**src/shared/loop_clock_pkg.sv**
```systemverilog
// Constants for the loop clock multiplier control block.
// Assumes an 8-bit special register port on the system clock.
package loop_clock_pkg;
    // ------------------------------------------------------------
    // Register addresses
    // ------------------------------------------------------------
    localparam logic [7:0] ADDR_LOOP_CONTROL = 8'h89;
    localparam logic [7:0] ADDR_PREDIVIDER = 8'h8d;
    localparam logic [7:0] ADDR_MULTIPLIER = 8'h8e;
    localparam logic [7:0] ADDR_FILTER_RANGE = 8'h8f;
    // ------------------------------------------------------------
    // Reset values
    // ------------------------------------------------------------
    localparam logic [7:0] RST_LOOP_CONTROL = 8'h00;
    localparam logic [7:0] RST_PREDIVIDER = 8'h01;
    localparam logic [7:0] RST_MULTIPLIER = 8'h01;
    localparam logic [7:0] RST_FILTER_RANGE = 8'h31;
    // ------------------------------------------------------------
    // Field positions
    // ------------------------------------------------------------
    localparam int BIT_BIAS_POWER = 0;
    localparam int BIT_LOOP_ENABLE = 1;
    localparam int BIT_REF_SELECT = 2;
    localparam int BIT_RESERVED = 3;
    localparam int BIT_LOCK_FLAG = 4;
    localparam int PREDIV_WIDTH = 5;
    localparam int MULT_WIDTH = 8;
    localparam int FILTER_WIDTH = 6;
    localparam int RANGE_LSB = 4;
    // Zero field values stand for these factors
    localparam logic [5:0] PREDIV_ZERO_FACTOR = 6'h20;
    localparam logic [8:0] MULT_ZERO_FACTOR = 9'h100;
    // ------------------------------------------------------------
    // Timing
    // ------------------------------------------------------------
    localparam int CLK_PERIOD_NS = 25;
    localparam int SETTLE_TIME_NS = 5000;
    localparam int SETTLE_CYCLES =
        (SETTLE_TIME_NS + CLK_PERIOD_NS - 1) / CLK_PERIOD_NS;
endpackage : loop_clock_pkg

```
**src/hdl/loop_clock_control.sv**
```systemverilog
// Register and control logic of the loop clock multiplier.
// Assumes the analog loop sits outside and reports lock on a pin.
// Assumes a write strobe of one cycle and a read answer one clock
// after the address; no other bus reaches the registers.
module loop_clock_control (
    input wire logic i_clk_sys,
    input wire logic i_rst_n,
    input wire logic [7:0] i_reg_addr,
    input wire logic i_reg_wr,
    input wire logic [7:0] i_reg_wdata,
    output logic [7:0] o_reg_rdata,
    input wire logic i_loop_locked,
    input wire logic [1:0] i_internal_osc_divide,
    output logic o_bias_power_enable,
    output logic o_loop_reset,
    output logic o_reference_select,
    output logic [1:0] o_internal_osc_divide,
    output logic [5:0] o_predivide_factor,
    output logic [8:0] o_multiplier_factor,
    output logic [1:0] o_oscillator_range,
    output logic [3:0] o_loop_filter_setting,
    output logic o_settle_done
);
    import loop_clock_pkg::*;

    logic bias_power_enable_reg;
    logic loop_enable_reg;
    logic reference_select_reg;
    logic [PREDIV_WIDTH-1:0] predivide_value_reg;
    logic [MULT_WIDTH-1:0] multiplier_value_reg;
    logic [FILTER_WIDTH-1:0] loop_filter_range_reg;
    logic lock_meta_reg;
    logic lock_sync_reg;
    logic lock_flag_reg;
    logic [15:0] settle_count_reg;
    logic [7:0] rdata_next;
    logic loop_running;
    logic wr_control;
    logic wr_predivider;
    logic wr_multiplier;
    logic wr_filter_range;

    // ------------------------------------------------------------
    // Write decode
    // ------------------------------------------------------------
    // One strobe per register; other addresses write nothing
    assign wr_control = i_reg_wr && (i_reg_addr == ADDR_LOOP_CONTROL);
    assign wr_predivider = i_reg_wr && (i_reg_addr == ADDR_PREDIVIDER);
    assign wr_multiplier = i_reg_wr && (i_reg_addr == ADDR_MULTIPLIER);
    assign wr_filter_range = i_reg_wr && (i_reg_addr == ADDR_FILTER_RANGE);

    // ------------------------------------------------------------
    // Control register
    // ------------------------------------------------------------
    // Bias power bit; bit 3 and bits 7-5 are not stored
    always_ff @(posedge i_clk_sys) begin
        if (!i_rst_n) begin
            bias_power_enable_reg <= RST_LOOP_CONTROL[BIT_BIAS_POWER];
        end else if (wr_control) begin
            bias_power_enable_reg <= i_reg_wdata[BIT_BIAS_POWER];
        end
    end

    // Loop enable bit
    always_ff @(posedge i_clk_sys) begin
        if (!i_rst_n) begin
            loop_enable_reg <= RST_LOOP_CONTROL[BIT_LOOP_ENABLE];
        end else if (wr_control) begin
            loop_enable_reg <= i_reg_wdata[BIT_LOOP_ENABLE];
        end
    end

    // Reference select bit
    always_ff @(posedge i_clk_sys) begin
        if (!i_rst_n) begin
            reference_select_reg <= RST_LOOP_CONTROL[BIT_REF_SELECT];
        end else if (wr_control) begin
            reference_select_reg <= i_reg_wdata[BIT_REF_SELECT];
        end
    end

    // ------------------------------------------------------------
    // Pre-divider, multiplier and filter registers
    // ------------------------------------------------------------
    // Pre-divide field; top three bits dropped on write
    always_ff @(posedge i_clk_sys) begin
        if (!i_rst_n) begin
            predivide_value_reg <= RST_PREDIVIDER[PREDIV_WIDTH-1:0];
        end else if (wr_predivider) begin
            predivide_value_reg <= i_reg_wdata[PREDIV_WIDTH-1:0];
        end
    end

    // Multiplier field takes the whole byte
    always_ff @(posedge i_clk_sys) begin
        if (!i_rst_n) begin
            multiplier_value_reg <= RST_MULTIPLIER;
        end else if (wr_multiplier) begin
            multiplier_value_reg <= i_reg_wdata;
        end
    end

    // Filter and range fields; top two bits dropped on write
    always_ff @(posedge i_clk_sys) begin
        if (!i_rst_n) begin
            loop_filter_range_reg <= RST_FILTER_RANGE[FILTER_WIDTH-1:0];
        end else if (wr_filter_range) begin
            loop_filter_range_reg <=
                i_reg_wdata[FILTER_WIDTH-1:0];
        end
    end

    // ------------------------------------------------------------
    // Lock flag
    // ------------------------------------------------------------
    // Lock pin comes from the analog loop, so synchronise it
    // First stage feeds only the second stage
    always_ff @(posedge i_clk_sys) begin
        if (!i_rst_n) begin
            lock_meta_reg <= 1'b0;
            lock_sync_reg <= 1'b0;
        end else begin
            lock_meta_reg <= i_loop_locked;
            lock_sync_reg <= lock_meta_reg;
        end
    end

    assign loop_running = bias_power_enable_reg && loop_enable_reg;

    // Flag forced low while loop is held or unpowered
    // Follows the synchronised pin only while the loop runs
    always_ff @(posedge i_clk_sys) begin
        if (!i_rst_n) begin
            lock_flag_reg <= 1'b0;
        end else begin
            lock_flag_reg <= loop_running && lock_sync_reg;
        end
    end

    // ------------------------------------------------------------
    // Settle counter
    // ------------------------------------------------------------
    // Counts power-on time, for software pacing of the enable
    // Holds at the end count until power is dropped
    always_ff @(posedge i_clk_sys) begin
        if (!i_rst_n || !bias_power_enable_reg) begin
            settle_count_reg <= 16'h0000;
        end else if (settle_count_reg < 16'(SETTLE_CYCLES)) begin
            settle_count_reg <= settle_count_reg + 16'h0001;
        end
    end

    // ------------------------------------------------------------
    // Read data
    // ------------------------------------------------------------
    // Unused and reserved bits read as zero
    // Reserved control bit 3 has no storage, so it always reads zero
    always_comb begin
        rdata_next = 8'h00;
        case (i_reg_addr)
            ADDR_LOOP_CONTROL: begin
                // Gated again so a write that stops the loop hides
                // the flag from the very next read
                rdata_next[BIT_LOCK_FLAG] =
                    lock_flag_reg && loop_running;
                rdata_next[BIT_REF_SELECT] = reference_select_reg;
                rdata_next[BIT_LOOP_ENABLE] = loop_enable_reg;
                rdata_next[BIT_BIAS_POWER] = bias_power_enable_reg;
            end
            ADDR_PREDIVIDER: begin
                rdata_next = {3'h0, predivide_value_reg};
            end
            ADDR_MULTIPLIER: begin
                rdata_next = multiplier_value_reg;
            end
            ADDR_FILTER_RANGE: begin
                rdata_next = {2'h0, loop_filter_range_reg};
            end
            default: begin
                rdata_next = 8'h00;
            end
        endcase
    end

    // Registered read data
    // Answer stands one clock after the address is presented
    always_ff @(posedge i_clk_sys) begin
        if (!i_rst_n) begin
            o_reg_rdata <= 8'h00;
        end else begin
            o_reg_rdata <= rdata_next;
        end
    end

    // ------------------------------------------------------------
    // Controls toward the analog loop
    // ------------------------------------------------------------
    // Bias goes straight out of the control register
    assign o_bias_power_enable = bias_power_enable_reg;
    // Loop stays in reset unless both powered and enabled
    assign o_loop_reset = !loop_running;
    // Reference picks internal (0) or external (1) oscillator
    assign o_reference_select = reference_select_reg;
    // Internal divide applies only to the internal reference
    assign o_internal_osc_divide =
        reference_select_reg ? 2'h0 : i_internal_osc_divide;

    // ------------------------------------------------------------
    // Decoded factors and filter fields
    // ------------------------------------------------------------
    // Zero fields stand for the largest factors
    assign o_predivide_factor = (predivide_value_reg == '0) ?
        PREDIV_ZERO_FACTOR : {1'h0, predivide_value_reg};
    assign o_multiplier_factor = (multiplier_value_reg == '0) ?
        MULT_ZERO_FACTOR : {1'h0, multiplier_value_reg};
    // Range and filter fields pass through unchanged
    assign o_oscillator_range =
        loop_filter_range_reg[RANGE_LSB+1:RANGE_LSB];
    assign o_loop_filter_setting = loop_filter_range_reg[3:0];
    // Status only; software still times its own wait
    assign o_settle_done = (settle_count_reg == 16'(SETTLE_CYCLES));
endmodule // loop_clock_control

```
**config.mk**
```make
export PLATFORM = sky130hd
export DESIGN_NAME = loop_clock_control
export DESIGN_NICKNAME = d
export VERILOG_FILES = /design/src/shared/loop_clock_pkg.sv /design/src/hdl/loop_clock_control.sv
export SDC_FILE = /design/constraint.sdc
export NUM_CORES = 1
export LEC_CHECK = 0
export ABC_CLOCK_PERIOD_IN_PS = 2000
export BUFFER_PORTS_ARGS = -buffer_cell sky130_fd_sc_hd__buf_2
export CORE_ASPECT_RATIO = 1.75
export CORE_MARGIN = 1.5
export CORE_UTILIZATION = 45
export DETAILED_ROUTE_END_ITERATION = 8
export MAX_ROUTING_LAYER = met4
export PLACE_DENSITY = 0.81
export REMOVE_ABC_BUFFERS = 1
export SETUP_SLACK_MARGIN = 0.15
export SLEW_MARGIN = 40
export SYNTH_ARGS = -nofsm -noshare
export SYNTH_HDL_FRONTEND = slang
export SYNTH_SLANG_ARGS = --single-unit
```
**constraint.sdc**
```tcl
create_clock -name i_clk_sys -period 2 [get_ports i_clk_sys]
set_input_delay 0.2 -clock i_clk_sys [delete_from_list [all_inputs] [get_ports i_clk_sys]]
set_output_delay 0.2 -clock i_clk_sys [all_outputs]
set_load 0.05 [all_outputs]
```
Word-level counts from Yosys, hierarchy flattened

Index checks and enable logic that the tools add are counted.

Bits in registers: 49
Bits in writable memories: 0
ROM bits: 0
Input port bits: 22
Memories: 0
Latch bits: 0
Word-level logic and storage cells: 38

Mux-type cells: 7
Magnitude comparators: 1
Add/sub/neg operators: 1
Div/mod/pow operators: 0
Eq/ne operators: 5
Reduce and logical (&&, ||, !) cells: 13
Shift operators: 0
Multiply operators: 0
Bitwise gates (word level): 0

Operators by type and width:

| kind                                                  | number |
|---|---|
| equality test 8 bit (second input constant)           | 4 |
| adder 16 x 1 -> 16 bit (second input constant)        | 1 |
| equality test 16 x 8 -> 1 bit (second input constant) | 1 |
| < comparator 16 x 8 -> 1 bit (second input constant)  | 1 |
| case mux 3 bit (4 select lines)                       | 1 |
| two-way mux 9 bit                                     | 1 |
| logical NOT 8 bit                                     | 1 |
| logical AND 1 bit                                     | 7 |
| two-way mux 6 bit                                     | 1 |
| case mux 3 bit (2 select lines)                       | 1 |
| logical NOT 5 bit                                     | 1 |
| case mux 1 bit (4 select lines)                       | 1 |
| logical NOT 1 bit                                     | 3 |
| case mux 1 bit (3 select lines)                       | 1 |
| two-way mux 2 bit                                     | 1 |
| logical OR 1 bit                                      | 1 |

Logic depth before layout (Yosys ltp)

Gate-level depths: netlist (run 1).

Depth after elaboration: 3
Gate-level depth with buffers: 6
Gate-level depth less buffers: 4

Least setup slack after synthesis (run 1)

No wires, ideal clock.

Kind: flip-flop to output port
Start point: register settle_count_reg[13]
End point: output port o_settle_done
Arrival time: 2.293 ns
Cell stages (with the launch flop): 4
Slack: -0.493 ns
Path buffers: 0
Required time: 1.800 ns
Path through: dfxtp_1 -> nor4_4 -> nand2_2 -> nor4_1

Cells in the longest elaborated chain, start to end: 1

Ends and longest elaborated chain:

| item                          | RTL line                  | source |
|---|---|---|
| from (decl)                   | loop_clock_control.sv:35  | `logic [15:0] settle_count_reg;` |
| from (signal assigned)        | loop_clock_control.sv:149 | `settle_count_reg <= settle_count_reg + 16'h0001;` |
| equality test 16 x 8 -> 1 bit | loop_clock_control.sv:221 | `assign o_settle_done = (settle_count_reg == 16'(SETTLE_CYCLES));` |
| to (decl)                     | loop_clock_control.sv:22  | `output logic o_settle_done` |

Every way passes these cells.

Final worst setup path (run 1)

Start point: register multiplier_value_reg[4]
End point: output port o_multiplier_factor[8]

Cells in the longest elaborated chain, start to end: 2

Ends and longest elaborated chain:

| item                   | RTL line                  | source |
|---|---|---|
| from (decl)            | loop_clock_control.sv:30  | `logic [MULT_WIDTH-1:0] multiplier_value_reg;` |
| from (signal assigned) | loop_clock_control.sv:99  | `multiplier_value_reg <= i_reg_wdata;` |
| logical NOT 8 bit      | loop_clock_control.sv:214 | `assign o_multiplier_factor = (multiplier_value_reg == '0) ?` |
| two-way mux 9 bit      | loop_clock_control.sv:214 |  |
| to (decl)              | loop_clock_control.sv:19  | `output logic [8:0] o_multiplier_factor,` |

Every way passes these cells.

==> flow_summary.ini, run 1 <==
[outcome]
status = finished clean

[worst_hold_path]
min_from = i_loop_locked
holdPathStages = 2
hold_class = in2reg
min_to = lock_meta_reg$_SDFF_PN0_

[detailed_routing]
vias = 1774
routed_wl_mm = 4.835
avgViaCountPerCell = 5.492
wl_per_cell_um = 14.97
ant_nets = 0
drc_errors = 0
first_pass_iters = 4
drt_iter0_markers = 53

[critical_path]
path_cells = or4_1, nor2_1, buf_2
worst_r2r_path_depth = 5
regToRegStartpoint = settle_count_reg[8]$_SDFFE_PP0N_
regToRegEndpoint = settle_count_reg[6]$_SDFFE_PP0N_
arrival_ps = 1580
slowest_stage = or4_1
worst-path-buf-inv = 1
path_max_fanout = 4
regToRegSetupSlack_ps = 260
crit_path_start = multiplier_value_reg[4]$_SDFFE_PN0P_
startpoint_type = flop
cpLargestDelayFamily = simple AND/OR/NAND/NOR gates
critPathMaxStageDelay_ps = 520
required_ps = 1800
worstSetupPathType = reg2out
critPathCaptureType = output port

[place]
dp_hpwl_mm = 3.633
place_inst = 313
gp_congestion = 0.8238
io_buffers = 56

[synthesis]
ys_warn_count = 0
async_reset_ff_frac = 0
synthMuxAreaShare = 0.08583
synth_flop_cell = dfxtp_1
postSynthCellCount = 227
synth_edf_count = 0
synth_xor_area_frac = 0.008230
synth_compound_area_frac = 0.09583
yosysSeqAreaShare = 0.4609
syn-mean-instance-area_um2 = 9.376
synth_cell_types = 44
synth_fa_ha_area_frac = 0.01176
yosysTopAreaCell = dfxtp_1
synth-simple-area-share = 0.2857
synth_top_family_by_area = simple AND/OR/NAND/NOR gates
synth_top_cell_area_share = 0.4609
ys_seq_elements = 49
syn-cell-area_um2 = 2128
synth_area_leaders = dfxtp_1 (46%), mux2i_1 (7.5%), nand2_1 (4.1%), nor2b_1 (3.8%), and3_1 (3.5%)

[timing]
setup-violations-final = 0
period_share = 0.8901
setup_tns_ps = 0
hold_slack_ps = 100.5
tightest_slew_ps = 462.9
finalClockSkew_ps = 8.915
rsz0062_at_grt = no
fmax_ghz = 0.5617
relSlewSlack = 0.6907
hold_viol_final = 0
period_needed_ps = 1780
maxSlewViolCount = 0

[power]
power_leakage_uw = 0.001156
irDropWorstVdd_v = 0.0006776
powerDensity_nw_per_um2 = 653.7

[global_route]
grt_pass1_wl_mm = 7.714
grtUsageTotal = 0.2082
grt_max_degree = 49
grt-ovfl-total = 0
antenna_found_initial = 0
grt_pass1_vias = 1646

[die]
dieArea_um2 = 5167
start_util = 0.4746
fp.dieW_um = 54.99
fp-row-count = 32
die_h_um = 93.98
io_pins = 57
core_area_um2 = 4484

[cells_and_area]
drive_above_1_share = 0.2904
synthToLayoutAreaGrowth_pct = 18.34
fin_util = 0.5617
antenna_cells = 0
nets = 296
layout.cells.non_filler = 323
largest_reg_flops = 16

[cts]
cts_tree = done
clock_latency_ps = 300
cts_max_path_buffers = 2
cts-root-buf = clkbuf_8
cts_sinks = 49
cts.clk_slew.worst_paths_ps = 80
h-tree-depth = 2
cts_hold_buffers = 0
numCtsBuffers = 5

[flow_run]
drv_cap = 0
==> cells in the final DEF (no fill, tap or decap), types with 7 or more instances in the layout <==
| cell type | instances |
|---|---|
| o21ai_0 | 7 |
| nand2_1 | 23 |
| nor2_1 | 8 |
| or4_1 | 9 |
| buf_2 | 55 |
| mux2i_1 | 16 |
| dfxtp_1 | 48 |
| and3_1 | 12 |
| nor2b_1 | 13 |
| nand3_1 | 13 |
==> per-stage QoR <==
step	area [um2]	power (uW)	setup slack, ps
floorplan	2037	1034	-492.7
global placement	2396	1086	360.6
detailed placement	2396	1087	325.7
CTS	2495	1670	153.3
global route	2519	1718	163.4
finish	2519	1647	219.7
==> power by group <==
part | internal (uW) | switching (uW) | leakage [uW]
Combinational | 33.4 | 52.3 | 0.000717
Sequential | 977 | 0.999 | 0.000396
Clock | 274 | 309 | 0.0000433
==> worst max-delay path by stage <==
stage                     cells past startpoint                             endpoint  slack, ps
final                                         3               o_multiplier_factor[8]        220
after global routing                          4                        o_settle_done        160
after CTS                                     4                        o_settle_done        150
after detailed placement                      5  predivide_value_reg[0]$_SDFFE_PN1P_        330
after global placement                        5  predivide_value_reg[0]$_SDFFE_PN1P_        360
after floorplan                               3                        o_settle_done       -490
==> timing repair <==
| item | CTS | global route |
|---|---|---|
| endpoints found under the setup margin | 1 | 1 |
| resized for setup | 2 | 1 |
| pin swaps | 0 | 4 |
| buffers inserted | 0 | 3 |
==> final cells by class <==
cell class	count	area, um2
Sequential cell	49	982.2
Multi-Input combinational cell	150	1044
Inverter	5	18.77
Timing Repair Buffer	61	320.3
Clock buffer	6	82.58
Tap cell	51	63.81
Fill cell	433	1966
Clock inverter	1	7.507
==> cells by family after synthesis <==
logic type,Yosys count
xor+xnor,2
compound gates,28
mux,18
simple gates,100
flops,49
fa+ha+maj,2
buf+inv,28
==> synthesized netlist by cell type, drive strengths merged (2+ instances only) <==
library cell and instances:
mux2 2, inv 5, a32oi 4, or4 9, dfxtp 49, nand4 2, and4 2, o2111ai 2
and3 12, a21oi 6, o21ai 7, nor2b 13, clkbuf 19, and2 4, buf 4, nor2 8
nand2 24, nor4 3, nand3 13, a22o 3, ha 2, mux2i 16
==> metal layers <==
layer,GRT usage,vias to the layer above,part of all wire
met5,-,-,0
met4,0.07520,0,0.022
met3,0.04618,10,0.044
met2,0.3472,46,0.54
met1,0.2354,826,0.39
li1,-,892,-
Power figures use the tool's default switching activity.
==> run 2, diff against run 1 <==
--- a/config.mk
+++ b/config.mk
@@ -9,5 +9,5 @@
 export BUFFER_PORTS_ARGS = -buffer_cell sky130_fd_sc_hd__buf_2
 export CORE_ASPECT_RATIO = 1.75
-export CORE_MARGIN = 1.5
+export CORE_MARGIN = 10
 export CORE_UTILIZATION = 45
 export DETAILED_ROUTE_END_ITERATION = 8
==> constraint.sdc (replaced) <==
create_clock -name i_clk_sys -period 2 [get_ports i_clk_sys]
set_input_delay 0.2 -clock i_clk_sys [delete_from_list [all_inputs] [get_ports i_clk_sys]]
set_output_delay 0.2 -clock i_clk_sys [all_outputs]
set_load 0.02 [all_outputs]
==> flow_summary.ini, run 2 (synthesis results as in run 1) <==
[outcome]
status = finished clean

[critical_path]
regToRegEndpoint = settle_count_reg[6]$_SDFFE_PP0N_
regToRegStartpoint = settle_count_reg[8]$_SDFFE_PP0N_
required_ps = 1800
arrival_ps = 1570
startpoint_type = flop
path_cells = nor4_4, nand2_2, nor4_1, buf_2
critPathMaxStageDelay_ps = 340
cpLargestDelayFamily = simple AND/OR/NAND/NOR gates
regToRegSetupSlack_ps = 280
slowest_stage = dfxtp_1
worst-path-buf-inv = 1
path_max_fanout = 3
worst_r2r_path_depth = 5
worstSetupPathType = reg2out
critPathCaptureType = output port

[die]
dieArea_um2 = 7989
io_pins = 57
fp.dieW_um = 71.99
start_util = 0.4602
die_h_um = 111.0
core_area_um2 = 4624
fp-row-count = 33

[worst_hold_path]
hold_class = in2reg
holdPathStages = 2
min_from = i_loop_locked
min_to = lock_meta_reg$_SDFF_PN0_

[cells_and_area]
final_cell_mix = buf_2 (56), dfxtp_1 (49), nand2_1 (23)
regArea_um2 = 980.9
antenna_cells = 0
fin_util = 0.5430
synthToLayoutAreaGrowth_pct = 17.99
layout.cells.non_filler = 326
drive_above_1_share = 0.2810
largest_reg_flops = 16
design_area_um2 = 2511
multi_input_area_um2 = 1037
final_common_cell = buf_2
fillCellCount = 442
nets = 297

[cts]
cts_hold_buffers = 0
cts_tree = done
h-tree-depth = 2
cts-root-buf = clkbuf_8
cts.clk_slew.worst_paths_ps = 90
cts_sinks = 49
clock_latency_ps = 300
cts_max_path_buffers = 2
numCtsBuffers = 5
cts_resized = 0

[power]
power_leakage_uw = 0.001156
irDropWorstVdd_v = 0.0005931
powerDensity_nw_per_um2 = 647.2

[timing]
setup_ws_ps = 229.5
relSlewSlack = 0.7121
setup_tns_ps = 0
finalClockSkew_ps = 8.176
maxSlewViolCount = 0
fmax_ghz = 0.5648
period_share = 0.8853
tightest_slew_ps = 431.0
rsz0062_at_grt = no
setup-violations-final = 0
hold_viol_final = 0
period_needed_ps = 1771

[detailed_routing]
first_pass_iters = 4
vias = 1808
routed_wl_mm = 5.455
drc_errors = 0
avgViaCountPerCell = 5.546
drt_iter0_markers = 107
wl_per_cell_um = 16.73
wl_met3_um = 172
m1WireLength_mm = 2.223
dr.max_layer_used = met4
ant_nets = 0
dr_wl_met2_mm = 2.962

[place]
dpl_cell_area_um2 = 2397
io_buffers = 56
dp_hpwl_mm = 4.176
gp_congestion = 0.7682
place_inst = 314
place_ws_ps = 319.0

[global_route]
grt_max_degree = 49
grt-ovfl-total = 0
grtUsageTotal = 0.1379
grt_pass1_vias = 1822
antenna_found_initial = 0
grt_pass1_wl_mm = 8.935

[flow_run]
drv_cap = 0
## run 2: area by class of cell
class,instances,area share
Timing Repair Buffer,62,0.1295
Sequential cell,49,0.3906
Clock buffer,7,0.03039
Inverter,5,0.007474
Tap cell,52,0.02591
Clock inverter,1,0.002990
Multi-Input combinational cell,150,0.4131
## run 2: routing by layer
metal  GRT usage  vias to the layer above
met4     0.05188                        0
met5           -                        -
li1            -                      894
met2      0.2411                       48
met1      0.1487                      859
met3     0.02240                        7
## run 2: report_power, final
| part | internal, uW | total [uW] | switching (uW) | leakage, uW |
|---|---|---|---|---|
| sequential | 977 | 978 | 0.989 | 0.000395 |
| clock | 248 | 567 | 319 | 0.0000385 |
| combinational | 33.4 | 80.6 | 47.2 | 0.000723 |
## run 2: worst register-to-register path, delay by kind of cell, from the launching register on
family | cells | cell delay (ps)
AOI/OAI and AO/OA | 1 | 160
DFF | 1 | 340
buffers and inverters | 1 | 150
and+or+nand+nor | 3 | 970
## run 2: worst max-delay path by stage
stage | start | to | slack, ps | depth (start not counted)
2_1_floorplan | settle_count_reg[13]$_SDFFE_PP0N_ | o_settle_done | 330 | 3
3_3_place_gp | i_reg_addr[6] | predivide_value_reg[0]$_SDFFE_PN1P_ | 350 | 5
3_5_place_dp | i_reg_addr[6] | predivide_value_reg[0]$_SDFFE_PN1P_ | 320 | 5
4_1_cts | settle_count_reg[8]$_SDFFE_PP0N_ | o_settle_done | 180 | 4
5_1_grt | settle_count_reg[8]$_SDFFE_PP0N_ | o_settle_done | 140 | 4
6_report | settle_count_reg[8]$_SDFFE_PP0N_ | o_settle_done | 230 | 4
## run 2: per-stage QoR
step | hold WS [ps] | power (uW)
global route | 108.2 | 1681
detailed placement | 417.9 | 1081
CTS | 102.0 | 1634
global placement | 406.9 | 1080
floorplan | 261.9 | 1028
finish | 103.4 | 1625
## run 2: repair_timing
action                                 CTS  global route
cloned                                   0             0
setup endpoints to repair                1             1
buffers inserted                         1             3
endpoints found under the hold margin    0             0
pin swaps                                1             2
==> run 3, diff against run 2 <==
Settings changed: ABC_CLOCK_PERIOD_IN_PS 2000 to 1800, CAP_MARGIN set to 0.
Clock period 2 ns to 1.8 ns, I/O delays scaled along.
==> flow_summary.ini, run 3 (synthesis results as in run 1) <==
[cts]
cts_sinks = 49
clock_latency_ps = 300
cts_hold_buffers = 0
h-tree-depth = 2
cts-root-buf = clkbuf_8
cts_max_path_buffers = 2
cts_tree = done
cts.clk_slew.worst_paths_ps = 90
numCtsBuffers = 5

[critical_path]
path_cells = nor4_4, nand2_2, buf_6, or4_4, a21oi_2
regToRegSetupSlack_ps = 120
critPathMaxStageDelay_ps = 510
worstSetupPathType = reg2reg
path_max_fanout = 4
required_ps = 2030
critPathCaptureType = flop
arrival_ps = 1910
worst_r2r_path_depth = 5
startpoint_type = flop
regToRegStartpoint = settle_count_reg[8]$_SDFFE_PP0N_
regToRegEndpoint = settle_count_reg[7]$_SDFFE_PP0N_
slowest_stage = or4_4

[place]
gp_congestion = 0.8532
dp_hpwl_mm = 4.355
io_buffers = 56

[global_route]
grt-ovfl-total = 0
antenna_found_initial = 0
grt_pass1_wl_mm = 9.039
grtUsageTotal = 0.1419
grt_pass1_vias = 1853
grt_max_degree = 19

[timing]
maxSlewViolCount = 0
setup-violations-final = 0
period_needed_ps = 1680
relSlewSlack = 0.7197
tightest_slew_ps = 419.6
fmax_ghz = 0.5951
setup_tns_ps = 0
finalClockSkew_ps = 7.962
rsz0062_at_grt = yes
hold_slack_ps = 81.74
period_share = 0.9336
hold_viol_final = 0

[detailed_routing]
drt_iter0_markers = 96
drc_errors = 0
wl_per_cell_um = 16.96
ant_nets = 0
vias = 1831
avgViaCountPerCell = 5.548
routed_wl_mm = 5.596
first_pass_iters = 4

[power]
power_uw = 1796
internal-power_uw = 1398
powerDensity_nw_per_um2 = 687.0
seqPwrFrac = 0.603
p_switching_uw = 397.9
power.share.clock = 0.345
sw_frac_of_total = 0.2216
power_leakage_uw = 0.001183
combinationalPowerShare = 0.052
irDropWorstVdd_v = 0.0005428

[cells_and_area]
synthToLayoutAreaGrowth_pct = 22.81
fillCellCount = 431
antenna_cells = 0
largest_reg_flops = 16
final_cell_mix = buf_2 (53), dfxtp_1 (41), nand2_1 (23)
drive_above_1_share = 0.3453
nets = 301
final_common_cell = buf_2

[flow_run]
drv_cap = 0

[worst_hold_path]
hold_class = in2reg
holdPathStages = 2
min_from = i_loop_locked
min_to = lock_meta_reg$_SDFF_PN0_

[die]
fp-row-count = 33
fp.dieW_um = 71.99
dieArea_um2 = 7989
io_pins = 57
die_h_um = 111.0
start_util = 0.4602
core_area_um2 = 4624

[outcome]
status = finished clean
==> run 3: worst max path at each step <==
stage	cells after the start	endpoint	startpoint	slack, ps
2_1_floorplan	3	o_settle_done	settle_count_reg[13]$_SDFFE_PP0N_	150
3_3_place_gp	5	predivide_value_reg[0]$_SDFFE_PN1P_	i_reg_addr[6]	200
3_5_place_dp	4	settle_count_reg[6]$_SDFFE_PP0N_	settle_count_reg[13]$_SDFFE_PP0N_	180
4_1_cts	5	settle_count_reg[7]$_SDFFE_PP0N_	settle_count_reg[8]$_SDFFE_PP0N_	90
5_1_grt	5	settle_count_reg[7]$_SDFFE_PP0N_	settle_count_reg[9]$_SDFFE_PP0N_	40
6_report	5	settle_count_reg[7]$_SDFFE_PP0N_	settle_count_reg[8]$_SDFFE_PP0N_	120
==> run 3: what timing repair did <==
action / in CTS / in global routing
setup endpoints to repair: 2 / 8
pin swaps: 7 / 4
setup buffers: 3 / 1
gates resized for setup: 9 / 15
==> run 3: area by class of cell <==
| class | count | area (um2) | area share |
|---|---|---|---|
| flip-flops and latches | 49 | 996.0 | 0.3810 |
| repair buffers | 66 | 370.4 | 0.1417 |
| well taps | 52 | 65.06 | 0.02489 |
| inverters | 5 | 18.77 | 0.007180 |
| clock inverters | 1 | 7.507 | 0.002872 |
| clock buffers | 7 | 76.32 | 0.02920 |
| multi-input cells | 150 | 1080 | 0.4131 |
==> run 3: power by group through the flow <==
stage          combinational, uW  clock (uW)  sequential, uW
2_1_floorplan               29.6           0            1110
3_3_place_gp                90.6           0            1110
3_5_place_dp                91.3           0            1110
4_1_cts                     91.8         643            1090
5_1_grt                      101         691            1080
6_report                    92.5         620            1080
==> run 3: per-layer routing <==
layer	global-route usage	routed length, um
met4	0.06874	159
met3	0.02419	205
met1	0.1471	2185
met5	-	0
met2	0.2470	3045
==> run 3: critical path: cells and delay by family, from the launching register on <==
kind	cells	cell delay, ps
and+or+nand+nor	3	980
AOI/OAI and AO/OA	1	140
DFF	1	340
buffers and inverters	1	150
==> run 3: metrics by stage <==
step                std cells  utilization  instance area [um2]  worst slack (ps)
finish                    330       0.5652                 2614             119.6
CTS                       329       0.5541                 2562             87.46
global placement          318       0.5249                 2427             202.1
detailed placement        318       0.5249                 2427             183.1
floorplan                 204            -                 2037             152.7
global route              330       0.5652                 2614             35.43
